### config.mk
export PLATFORM = sky130hd
export DESIGN_NAME = cpbid_top
export DESIGN_NICKNAME = d
export VERILOG_FILES = /design/src/hdl/cpbid_sync.v /design/src/hdl/cpbid_pixel_out.v /design/src/hdl/cpbid_top.v
export VERILOG_INCLUDE_DIRS = /design/src /design/src/hdl
export SDC_FILE = /design/constraint.sdc
export NUM_CORES = 1
export LEC_CHECK = 0
export ABC_AREA = 1
export BUFFER_PORTS_ARGS = -buffer_cell sky130_fd_sc_hd__buf_2
export CORE_ASPECT_RATIO = 0.9
export CORE_MARGIN = 2
export CORE_UTILIZATION = 55
export DETAILED_ROUTE_END_ITERATION = 10
export GPL_ROUTABILITY_DRIVEN = 0
export PLACE_DENSITY = 0.81
export SLEW_MARGIN = 20
export SYNTH_ARGS = -nofsm -noshare
export SYNTH_HDL_FRONTEND = slang
export SYNTH_SLANG_ARGS = --single-unit
### constraint.sdc
create_clock -name clk_sys -period 7.2 [get_ports clk_sys]
set_clock_uncertainty 0.2 [all_clocks]
set_input_delay 0.72 -clock clk_sys [delete_from_list [all_inputs] [get_ports clk_sys]]
set_output_delay 0.72 -clock clk_sys [all_outputs]
set_load 0.02 [all_outputs]
### src/hdl/cpbid_map.vh
// Purpose: register map, field positions and reset values of the compander breakpoint bank
// Assumes: included by bare name from the pixel output and top design files
// Notes: register indices; byte address on the bus is four times the index
`ifndef CPBID_MAP_VH
`define CPBID_MAP_VH

// ****************************************************************
// register indices
// ****************************************************************
`define CPBID_IDX_W 7
`define CPBID_IDX_SEG2_LOW 7'h22
`define CPBID_IDX_SEG3_HIGH 7'h23
`define CPBID_IDX_SEG3_LOW 7'h24
`define CPBID_IDX_PART_ID 7'h25
`define CPBID_IDX_SIL_REV 7'h26
`define CPBID_IDX_CTRL 7'h30
`define CPBID_IDX_STATUS 7'h31

// ****************************************************************
// reset values
// ****************************************************************
`define CPBID_RST_SEG2_LOW 8'h18
`define CPBID_RST_SEG3_HIGH 8'h0b
`define CPBID_RST_SEG3_LOW 8'h58
`define CPBID_RST_CTRL 8'h00
`define CPBID_ZERO_BYTE 8'h00
`define CPBID_ZERO_WORD 32'h0000_0000

// ****************************************************************
// fields
// ****************************************************************
`define CPBID_HIGH_W 5
`define CPBID_HIGH_MASK 8'h1f
`define CPBID_CTRL_STROBE_SEL 0
`define CPBID_STAT_CLAMP 0
`define CPBID_STAT_SERIAL_BUSY 1
`define CPBID_STAT_SEG_LO 2
`define CPBID_STAT_SEG_HI 3
`define CPBID_STAT_PIXEL_OPEN 4
`define CPBID_SEG_FIRST 2'h0
`define CPBID_SEG_SECOND 2'h1
`define CPBID_SEG_THIRD 2'h2

// ****************************************************************
// serial frame
// ****************************************************************
`define CPBID_SER_CNT_W 5
`define CPBID_SER_ADDR_BITS 5'h08
`define CPBID_SER_FRAME_BITS 5'h10
`define CPBID_SER_READ_BIT 7
`define CPBID_BYTE_LANE_BITS 2
`define CPBID_BYTE_ALIGNED 2'h0

`endif

### src/hdl/cpbid_sync.v
// Purpose: two-stage synchroniser for pins entering the system clock domain
// Assumes: inputs are asynchronous levels
// Notes: first stage is read only by the second stage
`timescale 1ns/1ps

module cpbid_sync #(
  parameter WIDTH = 1,
  parameter [WIDTH-1:0] INIT = {WIDTH{1'b0}}
) (
  // clock and reset
  input wire clk_sys,
  input wire rst_sync_n,
  input wire clk_en,
  // levels
  input wire [WIDTH-1:0] async_in,
  output reg [WIDTH-1:0] sync_ff
);

  reg [WIDTH-1:0] meta_ff;

  always @(posedge clk_sys or negedge rst_sync_n) begin
    if (!rst_sync_n) begin
      meta_ff <= INIT;
      sync_ff <= INIT;
    end else if (clk_en) begin
      meta_ff <= async_in;
      sync_ff <= meta_ff;
    end
  end

endmodule // cpbid_sync

### src/hdl/cpbid_pixel_out.v
// Purpose: parallel pixel output stage with selectable clock or data-valid strobe
// Assumes: sample edges already synchronised and edge-detected
// Notes: all outputs come from flip-flops
`timescale 1ns/1ps
`include "cpbid_map.vh"

module cpbid_pixel_out #(
  parameter DATA_W = 13
) (
  // clock and reset
  input wire clk_sys,
  input wire rst_sync_n,
  input wire clk_en,
  // timing
  input wire level_rise,
  input wire level_clk_level,
  input wire strobe_select,
  // data
  input wire [DATA_W-1:0] adc_sample,
  input wire [DATA_W-1:0] seg2_end,
  input wire [DATA_W-1:0] seg3_end,
  output reg [DATA_W-1:0] data_ff,
  output reg strobe_ff,
  output reg [1:0] segment_ff
);

  always @(posedge clk_sys or negedge rst_sync_n) begin
    if (!rst_sync_n) begin
      data_ff <= {DATA_W{1'b0}};
      strobe_ff <= 1'b0;
      segment_ff <= `CPBID_SEG_FIRST;
    end else if (clk_en) begin
      if (level_rise) begin
        data_ff <= adc_sample;
        if (adc_sample <= seg2_end) begin
          segment_ff <= `CPBID_SEG_FIRST;
        end else if (adc_sample <= seg3_end) begin
          segment_ff <= `CPBID_SEG_SECOND;
        end else begin
          segment_ff <= `CPBID_SEG_THIRD;
        end
      end
      if (strobe_select) begin
        strobe_ff <= level_rise;
      end else begin
        strobe_ff <= level_clk_level;
      end
    end
  end

endmodule // cpbid_pixel_out

### src/hdl/cpbid_top.v
// Purpose: compander breakpoint and identity registers, serial and bus access, pixel output
// Assumes: Avalon-MM slave with waitrequest; pins synchronised to clk_sys
// Notes: bus byte address is four times the register index; data in byte lane 0
//
// Chosen here: the Avalon-MM register port.
`timescale 1ns/1ps
`include "cpbid_map.vh"

// How it works
// - byte 0x22 read/write, second segment end low bits, resets to 0x18
// - byte 0x23 read/write, bits 4:0 third segment high, upper reserved, 0x0B
// - byte 0x24 read/write, third segment end low bits, resets to 0x58
// - byte 0x25 read-only part identity code; writes ignored
// - byte 0x26 read-only silicon revision code; writes ignored
// - strobe pin carries pixel clock or data-valid pulse per control select
// - thirteen-bit parallel sample output, bit zero least significant
// - serial clock and data ignored while serial select is high
// - low reset input returns every register to default while held
module cpbid_top #(
  parameter DATA_W = 13,
  parameter [7:0] PART_IDENTITY = 8'h5a,   // arbitrary value
  parameter [7:0] SILICON_REVISION = 8'h01 // arbitrary value
) (
  // clock, reset, enable
  input wire clk_sys,
  input wire rst_n,
  input wire clk_en,
  // avalon-mm slave
  input wire [8:0] avs_address,
  input wire avs_read,
  input wire avs_write,
  input wire [31:0] avs_writedata,
  input wire [3:0] avs_byteenable,
  output reg [31:0] avs_readdata,
  output reg avs_waitrequest,
  // serial pins
  input wire serial_clk,
  input wire serial_select_n,
  input wire serial_data_in,
  output reg serial_data_out,
  // timing generator pins
  input wire clamp_in,
  input wire feedthrough_sample_clk,
  input wire level_sample_clk,
  // converter side
  input wire [DATA_W-1:0] adc_sample,
  input wire [4:0] seg2_end_high_in,
  // outputs
  output wire [DATA_W-1:0] pixel_data_out,
  output wire pixel_strobe_out,
  output reg [DATA_W-1:0] seg2_end_value,
  output reg [DATA_W-1:0] seg3_end_value
);

  // ****************************************************************
  // reset release
  // ****************************************************************
  reg rst_meta_ff;
  reg rst_sync_ff;
  wire rst_sync_n;

  always @(posedge clk_sys or negedge rst_n) begin
    if (!rst_n) begin
      rst_meta_ff <= 1'b0;
      rst_sync_ff <= 1'b0;
    end else begin
      rst_meta_ff <= 1'b1;
      rst_sync_ff <= rst_meta_ff;
    end
  end
  assign rst_sync_n = rst_sync_ff;

  // ****************************************************************
  // pin synchronisers
  // ****************************************************************
  wire [5:0] pins_sync;
  wire sclk_s;
  wire sel_n_s;
  wire sdi_s;
  wire clamp_s;
  wire ft_s;
  wire lvl_s;

  cpbid_sync #(
    .WIDTH(6),
    .INIT(6'h02)
  ) u_pin_sync (
    .clk_sys(clk_sys),
    .rst_sync_n(rst_sync_n),
    .clk_en(clk_en),
    .async_in({level_sample_clk, feedthrough_sample_clk, clamp_in,
               serial_data_in, serial_select_n, serial_clk}),
    .sync_ff(pins_sync)
  );
  assign sclk_s = pins_sync[0];
  assign sel_n_s = pins_sync[1];
  assign sdi_s = pins_sync[2];
  assign clamp_s = pins_sync[3];
  assign ft_s = pins_sync[4];
  assign lvl_s = pins_sync[5];

  reg sclk_d_ff;
  reg ft_d_ff;
  reg lvl_d_ff;
  wire sclk_rise;
  wire sclk_fall;
  wire ft_rise;
  wire lvl_rise;

  assign sclk_rise = sclk_s & ~sclk_d_ff;
  assign sclk_fall = ~sclk_s & sclk_d_ff;
  assign ft_rise = ft_s & ~ft_d_ff;
  assign lvl_rise = lvl_s & ~lvl_d_ff;

  // ****************************************************************
  // registers
  // ****************************************************************
  reg [7:0] seg2_end_low_bits_ff;
  reg [7:0] seg3_end_high_bits_ff;
  reg [7:0] seg3_end_low_bits_ff;
  reg [7:0] ctrl_ff;
  reg pixel_open_ff;
  wire [1:0] segment_code;

  function [DATA_W-1:0] join_end;
    input [4:0] high;
    input [7:0] low;
    begin
      join_end = {high, low};
    end
  endfunction

  function [7:0] read_reg;
    input [`CPBID_IDX_W-1:0] idx;
    begin
      case (idx)
        `CPBID_IDX_SEG2_LOW: read_reg = seg2_end_low_bits_ff;
        `CPBID_IDX_SEG3_HIGH: read_reg = seg3_end_high_bits_ff & `CPBID_HIGH_MASK;
        `CPBID_IDX_SEG3_LOW: read_reg = seg3_end_low_bits_ff;
        `CPBID_IDX_PART_ID: read_reg = PART_IDENTITY;
        `CPBID_IDX_SIL_REV: read_reg = SILICON_REVISION;
        `CPBID_IDX_CTRL: read_reg = ctrl_ff;
        `CPBID_IDX_STATUS: begin
          read_reg = `CPBID_ZERO_BYTE;
          read_reg[`CPBID_STAT_CLAMP] = clamp_s;
          read_reg[`CPBID_STAT_SERIAL_BUSY] = ~sel_n_s;
          read_reg[`CPBID_STAT_SEG_HI:`CPBID_STAT_SEG_LO] = segment_code;
          read_reg[`CPBID_STAT_PIXEL_OPEN] = pixel_open_ff;
        end
        default: read_reg = `CPBID_ZERO_BYTE;
      endcase
    end
  endfunction

  // ****************************************************************
  // avalon decode
  // ****************************************************************
  wire [`CPBID_IDX_W-1:0] bus_idx;
  wire bus_aligned;
  wire bus_req;
  wire bus_done;
  wire bus_wr;

  assign bus_idx = avs_address[8:`CPBID_BYTE_LANE_BITS];
  assign bus_aligned = (avs_address[`CPBID_BYTE_LANE_BITS-1:0] == `CPBID_BYTE_ALIGNED);
  assign bus_req = avs_read | avs_write;
  assign bus_done = bus_req & ~avs_waitrequest;
  assign bus_wr = bus_done & avs_write & avs_byteenable[0] & bus_aligned;

  always @(posedge clk_sys or negedge rst_sync_n) begin
    if (!rst_sync_n) begin
      avs_waitrequest <= 1'b1;
      avs_readdata <= `CPBID_ZERO_WORD;
    end else if (clk_en) begin
      if (bus_req && avs_waitrequest) begin
        avs_waitrequest <= 1'b0;
        if (avs_read && bus_aligned) begin
          avs_readdata <= {24'h00_0000, read_reg(bus_idx)};
        end else begin
          avs_readdata <= `CPBID_ZERO_WORD;
        end
      end else begin
        avs_waitrequest <= 1'b1;
      end
    end
  end

  // ****************************************************************
  // serial slave
  // ****************************************************************
  reg [`CPBID_SER_CNT_W-1:0] ser_cnt_ff;
  reg [7:0] ser_addr_ff;
  reg [7:0] ser_shift_ff;
  reg [7:0] ser_out_ff;
  wire ser_active;
  wire ser_is_read;
  wire ser_wr;

  assign ser_active = ~sel_n_s;
  assign ser_is_read = ser_addr_ff[`CPBID_SER_READ_BIT];
  assign ser_wr = ser_active & sclk_rise & ~ser_is_read &
                  (ser_cnt_ff == `CPBID_SER_FRAME_BITS - 5'h01);

  always @(posedge clk_sys or negedge rst_sync_n) begin
    if (!rst_sync_n) begin
      ser_cnt_ff <= {`CPBID_SER_CNT_W{1'b0}};
      ser_addr_ff <= `CPBID_ZERO_BYTE;
      ser_shift_ff <= `CPBID_ZERO_BYTE;
      ser_out_ff <= `CPBID_ZERO_BYTE;
      serial_data_out <= 1'b0;
    end else if (clk_en) begin
      if (!ser_active) begin
        ser_cnt_ff <= {`CPBID_SER_CNT_W{1'b0}};
      end else begin
        if (sclk_rise && ser_cnt_ff != `CPBID_SER_FRAME_BITS) begin
          ser_cnt_ff <= ser_cnt_ff + 5'h01;
          ser_shift_ff <= {ser_shift_ff[6:0], sdi_s};
          if (ser_cnt_ff == `CPBID_SER_ADDR_BITS - 5'h01) begin
            ser_addr_ff <= {ser_shift_ff[6:0], sdi_s};
            // snapshot the register named by the low seven address bits
            ser_out_ff <= read_reg({ser_shift_ff[5:0], sdi_s});
          end
        end
        if (sclk_fall && ser_is_read && ser_cnt_ff >= `CPBID_SER_ADDR_BITS) begin
          serial_data_out <= ser_out_ff[7];
          ser_out_ff <= {ser_out_ff[6:0], 1'b0};
        end
      end
    end
  end

  // ****************************************************************
  // register writes
  // ****************************************************************
  reg wr_en;
  reg [`CPBID_IDX_W-1:0] wr_idx;
  reg [7:0] wr_data;

  // bus access wins over a serial write in the same cycle
  always @* begin
    wr_en = 1'b0;
    wr_idx = bus_idx;
    wr_data = avs_writedata[7:0];
    if (bus_wr) begin
      wr_en = 1'b1;
    end else if (ser_wr) begin
      wr_en = 1'b1;
      wr_idx = ser_addr_ff[`CPBID_IDX_W-1:0];
      wr_data = {ser_shift_ff[6:0], sdi_s};
    end
  end

  always @(posedge clk_sys or negedge rst_sync_n) begin
    if (!rst_sync_n) begin
      seg2_end_low_bits_ff <= `CPBID_RST_SEG2_LOW;
      seg3_end_high_bits_ff <= `CPBID_RST_SEG3_HIGH;
      seg3_end_low_bits_ff <= `CPBID_RST_SEG3_LOW;
      ctrl_ff <= `CPBID_RST_CTRL;
    end else if (clk_en && wr_en) begin
      case (wr_idx)
        `CPBID_IDX_SEG2_LOW: seg2_end_low_bits_ff <= wr_data;
        `CPBID_IDX_SEG3_HIGH: seg3_end_high_bits_ff <= wr_data & `CPBID_HIGH_MASK;
        `CPBID_IDX_SEG3_LOW: seg3_end_low_bits_ff <= wr_data;
        `CPBID_IDX_CTRL: ctrl_ff <= wr_data;
        default: ctrl_ff <= ctrl_ff;
      endcase
    end
  end

  // ****************************************************************
  // compander end values and pixel timing
  // ****************************************************************
  always @(posedge clk_sys or negedge rst_sync_n) begin
    if (!rst_sync_n) begin
      seg2_end_value <= {DATA_W{1'b0}};
      seg3_end_value <= {DATA_W{1'b0}};
      sclk_d_ff <= 1'b0;
      ft_d_ff <= 1'b0;
      lvl_d_ff <= 1'b0;
      pixel_open_ff <= 1'b0;
    end else if (clk_en) begin
      seg2_end_value <= join_end(seg2_end_high_in, seg2_end_low_bits_ff);
      seg3_end_value <= join_end(seg3_end_high_bits_ff[`CPBID_HIGH_W-1:0],
                                 seg3_end_low_bits_ff);
      sclk_d_ff <= sclk_s;
      ft_d_ff <= ft_s;
      lvl_d_ff <= lvl_s;
      if (ft_rise) begin
        pixel_open_ff <= 1'b1;
      end else if (lvl_rise) begin
        pixel_open_ff <= 1'b0;
      end
    end
  end

  cpbid_pixel_out #(
    .DATA_W(DATA_W)
  ) u_pixel_out (
    .clk_sys(clk_sys),
    .rst_sync_n(rst_sync_n),
    .clk_en(clk_en),
    .level_rise(lvl_rise),
    .level_clk_level(lvl_s),
    .strobe_select(ctrl_ff[`CPBID_CTRL_STROBE_SEL]),
    .adc_sample(adc_sample),
    .seg2_end(seg2_end_value),
    .seg3_end(seg3_end_value),
    .data_ff(pixel_data_out),
    .strobe_ff(pixel_strobe_out),
    .segment_ff(segment_code)
  );

endmodule // cpbid_top

==> impl_metrics.py <==
metrics = {
    "final_layout": {
        "final_layout_size_suffix_gt1_share_pct": 17.3,
        "finalNetCount": 1083,
        "layout-area-overhead-vs-synth_pct": 17.0,
        "final_common_cell": "nand2_1",
        "mostFrequentLayoutCells": "nand2_1 (308), dfrtp_1 (115), buf_2 (96)",
        "diodes": 0,
        "fin_area_mm2": 0.00803,
    },
    "critical_path": {
        "reg2reg_depth": 13,
        "endpoint_kind": "flip-flop",
        "r2r_setup_slack_ns": 3.60,
        "cpLargestDelayFamily": "simple AND/OR/NAND/NOR gates",
        "start_kind": "flip-flop",
        "r2r_end": "ctrl_ff[1]",
        "endpoint": "ctrl_ff[1]",
        "cp.depth": 13,
        "critPathKind": "flip-flop to flip-flop",
        "cp_max_fo": 22,
        "cpMaxStageDelayCell": "o21ai_1",
        "cpMostUsedCell": "nand2_1",
        "cpPeakStageDelay_ns": 0.79,
        "path_cells": "ha_1, nand2_1, nor2_1, ha_1, nand3_2, nor2_4, nand2_2, o21ai_1, nand2_1, nor2_8, nand2_2, nand2_1, nand2_1",
        "worstPathArrival_ns": 3.69,
        "crit_buf_inv": 0,
        "critPathRequiredTime_ns": 7.30,
        "r2r_start": "ser_cnt_ff[1]",
        "cp-startpoint": "ser_cnt_ff[1]",
    },
    "detailed_routing": {
        "routed_wl_um": 17700,
        "initialDrtViolationCount": 587,
        "wl_per_cell_um": 15.3,
        "vias_per_cell": 5.51,
        "num_vias": 6353,
        "ant_nets": 0,
        "drt-pass1-iter-count": 5,
        "drc": 0,
    },
    "global_routing": {
        "antenna_found_initial": 0,
        "grt_pass1_wl_um": 28200,
        "grt_max_degree": 75,
        "grt_pass1_vias": 5759,
        "gr-usage-all-layers_pct": 27.4,
        "overflow": 0,
    },
    "yosys": {
        "syn_avg_cell_area_um2": 7.80,
        "synthArstFlopShare_pct": 100,
        "ys.warnings.count": 0,
        "synth_top_area_share_pct": 42.3,
        "yosys.area.top_type": "dfrtp_1",
        "synth.area.top_cells": "dfrtp_1 (42%), nand2_1 (17%), o21ai_0 (5.6%)",
        "syn-cell-area_mm2": 0.00686,
        "ys_ff_latch": 127,
        "yosysUniqueCellTypes": 35,
        "ys_seq_area_share_pct": 46.5,
        "ys.flop_type": "dfrtp_1",
        "synth-edff-count": 0,
        "syn_inst": 880,
    },
    "place": {
        "dpl_cell_area_mm2": 0.00738,
        "place_ws_ns": 3.58,
        "io_buffers": 96,
        "dp_hpwl_um": 12500,
    },
    "timing": {
        "rsz0062_at_grt": "false",
        "min_period_ns": 3.60,
        "maxSlewViolCount": 0,
        "fin_crit_sh_pct": 49.9,
        "max_freq_mhz": 278,
        "worst_slew_pin_slew_ns": 0.921,
        "maxSlewHeadroom_pct": 38.1,
        "hold_violations": 0,
        "worst_slack_ns": 3.60,
        "finalSetupViolCount": 0,
        "final.setup.tns_ns": 0,
    },
    "floorplan": {
        "start_util_pct": 56.6,
        "ios": 148,
        "die-area_mm2": 0.0134,
        "rows": 38,
        "die_x_um": 122,
        "die_y_um": 110,
        "core-area_mm2": 0.0121,
    },
    "clocking": {
        "cts-root-buf": "clkbuf_16",
        "clock-sinks": 127,
        "clockBufferDepth": 2,
        "htree_levels": 4,
        "ctsResizeCount": 0,
        "clk_latency_ns": 0.41,
        "clk_pin_slew_ns": 0.06,
        "ctsHoldBuffers": 1,
        "tritoncts": "yes",
        "cts_setup_buffers": 0,
        "cts_buffers": 17,
    },
    "power": {
        "p_per_area_mw_per_mm2": 259,
        "vdd_drop_max_mv": 0.237,
        "leakage_nw": 4.19,
    },
    "worst_hold_path": {
        "hp-class": "flip-flop to flip-flop",
    },
    "status": {
        "status": "finished clean",
    },
    "flow_run": {
        "drv_cap": 0,
    },
}
## per-layer routing
metal,vias up,global-route usage [%],share of wire [%]
met4,0,9.93,3.4
met5,-,0,0
li1,3009,-,-
met3,64,6.38,8.6
met1,2938,36.4,42
met2,342,44.5,46
## where the power goes
| part | internal [mW] | leakage (nW) | switching (mW) | total [mW] |
|---|---|---|---|---|
| clock | 0.615 | 0.320 | 0.317 | 0.932 |
| sequential | 0.788 | 1.64 | 0.0587 | 0.846 |
| combinational | 0.0884 | 2.23 | 0.217 | 0.305 |
## layout make-up
cell class | count | area, um^2
Tap cell | 160 | 200
Inverter | 82 | 308
Sequential cell | 127 | 3200
Multi-Input combinational cell | 652 | 3170
Clock buffer | 22 | 484
Clock inverter | 10 | 158
Timing Repair Buffer | 100 | 513
Fill cell | 1027 | 4090
## Yosys cell counts, types with 2 or more instances
master	n
nand2_1	308
dfrtp_1	116
inv_1	77
o21ai_0	77
nand3_1	73
nor2_1	40
a21oi_1	30
ha_1	29
buf_4	25
nand4_1	22
dfstp_2	11
clkbuf_1	7
nand2_2	7
o21ai_1	7
nor2_4	5
nor3_1	5
buf_1	4
inv_2	4
nand3_2	4
nor2_2	4
o22ai_1	4
buf_2	3
buf_6	3
a21boi_0	2
conb_1	2
nor3_2	2
## kinds of logic after synthesis
family	count (synthesis)	share of synthesized area (%)
AOI/OAI and AO/OA	122	9.11
xor gates and xnor gates	1	0.128
adders and majority gates	29	5.29
buffers and inverters	124	8.53
DFF	127	46.5
other	2	0.109
and+or+nand+nor	475	30.3
## worst min path at each step
| stage | startpoint | end | slack [ns] | depth (start not counted) |
|---|---|---|---|---|
| after floorplan | rst_meta_ff | rst_sync_ff | 0.13 | 0 |
| after global placement | rst_meta_ff | rst_sync_ff | 0.13 | 0 |
| after detailed placement | rst_meta_ff | rst_sync_ff | 0.15 | 0 |
| after CTS | rst_meta_ff | rst_sync_ff | 0.16 | 0 |
| after global routing | rst_meta_ff | rst_sync_ff | 0.16 | 0 |
| final | rst_meta_ff | rst_sync_ff | 0.16 | 0 |
## per-stage QoR
stage / hold slack, ns / std cells / utilization (%) / total power, mW
after floorplan: 0.131 / 903 / - / 1.06
after CTS: 0.160 / 1153 / 66.2 / 2.09
after detailed placement: 0.146 / 1120 / 60.9 / 1.15
final: 0.158 / 1153 / 66.2 / 2.08
after global placement: 0.135 / 1120 / 60.9 / 1.14
after global routing: 0.160 / 1153 / 66.2 / 2.17
## state kept, by name, indices dropped and copies added (netlist names), 2 cells and up
register and count:
u_pin_sync.meta_ff 6, seg2_end_value 13, ctrl_ff 8, ser_addr_ff 8, seg3_end_low_bits_ff 8, u_pixel_out.segment_ff 2, ser_shift_ff 7, avs_readdata 8
u_pin_sync.sync_ff 6, seg3_end_value 13, seg2_end_low_bits_ff 8, ser_cnt_ff 5, seg3_end_high_bits_ff 5, ser_out_ff 8, u_pixel_out.data_ff 13
Note: power is estimated with default switching activity, not from simulation.
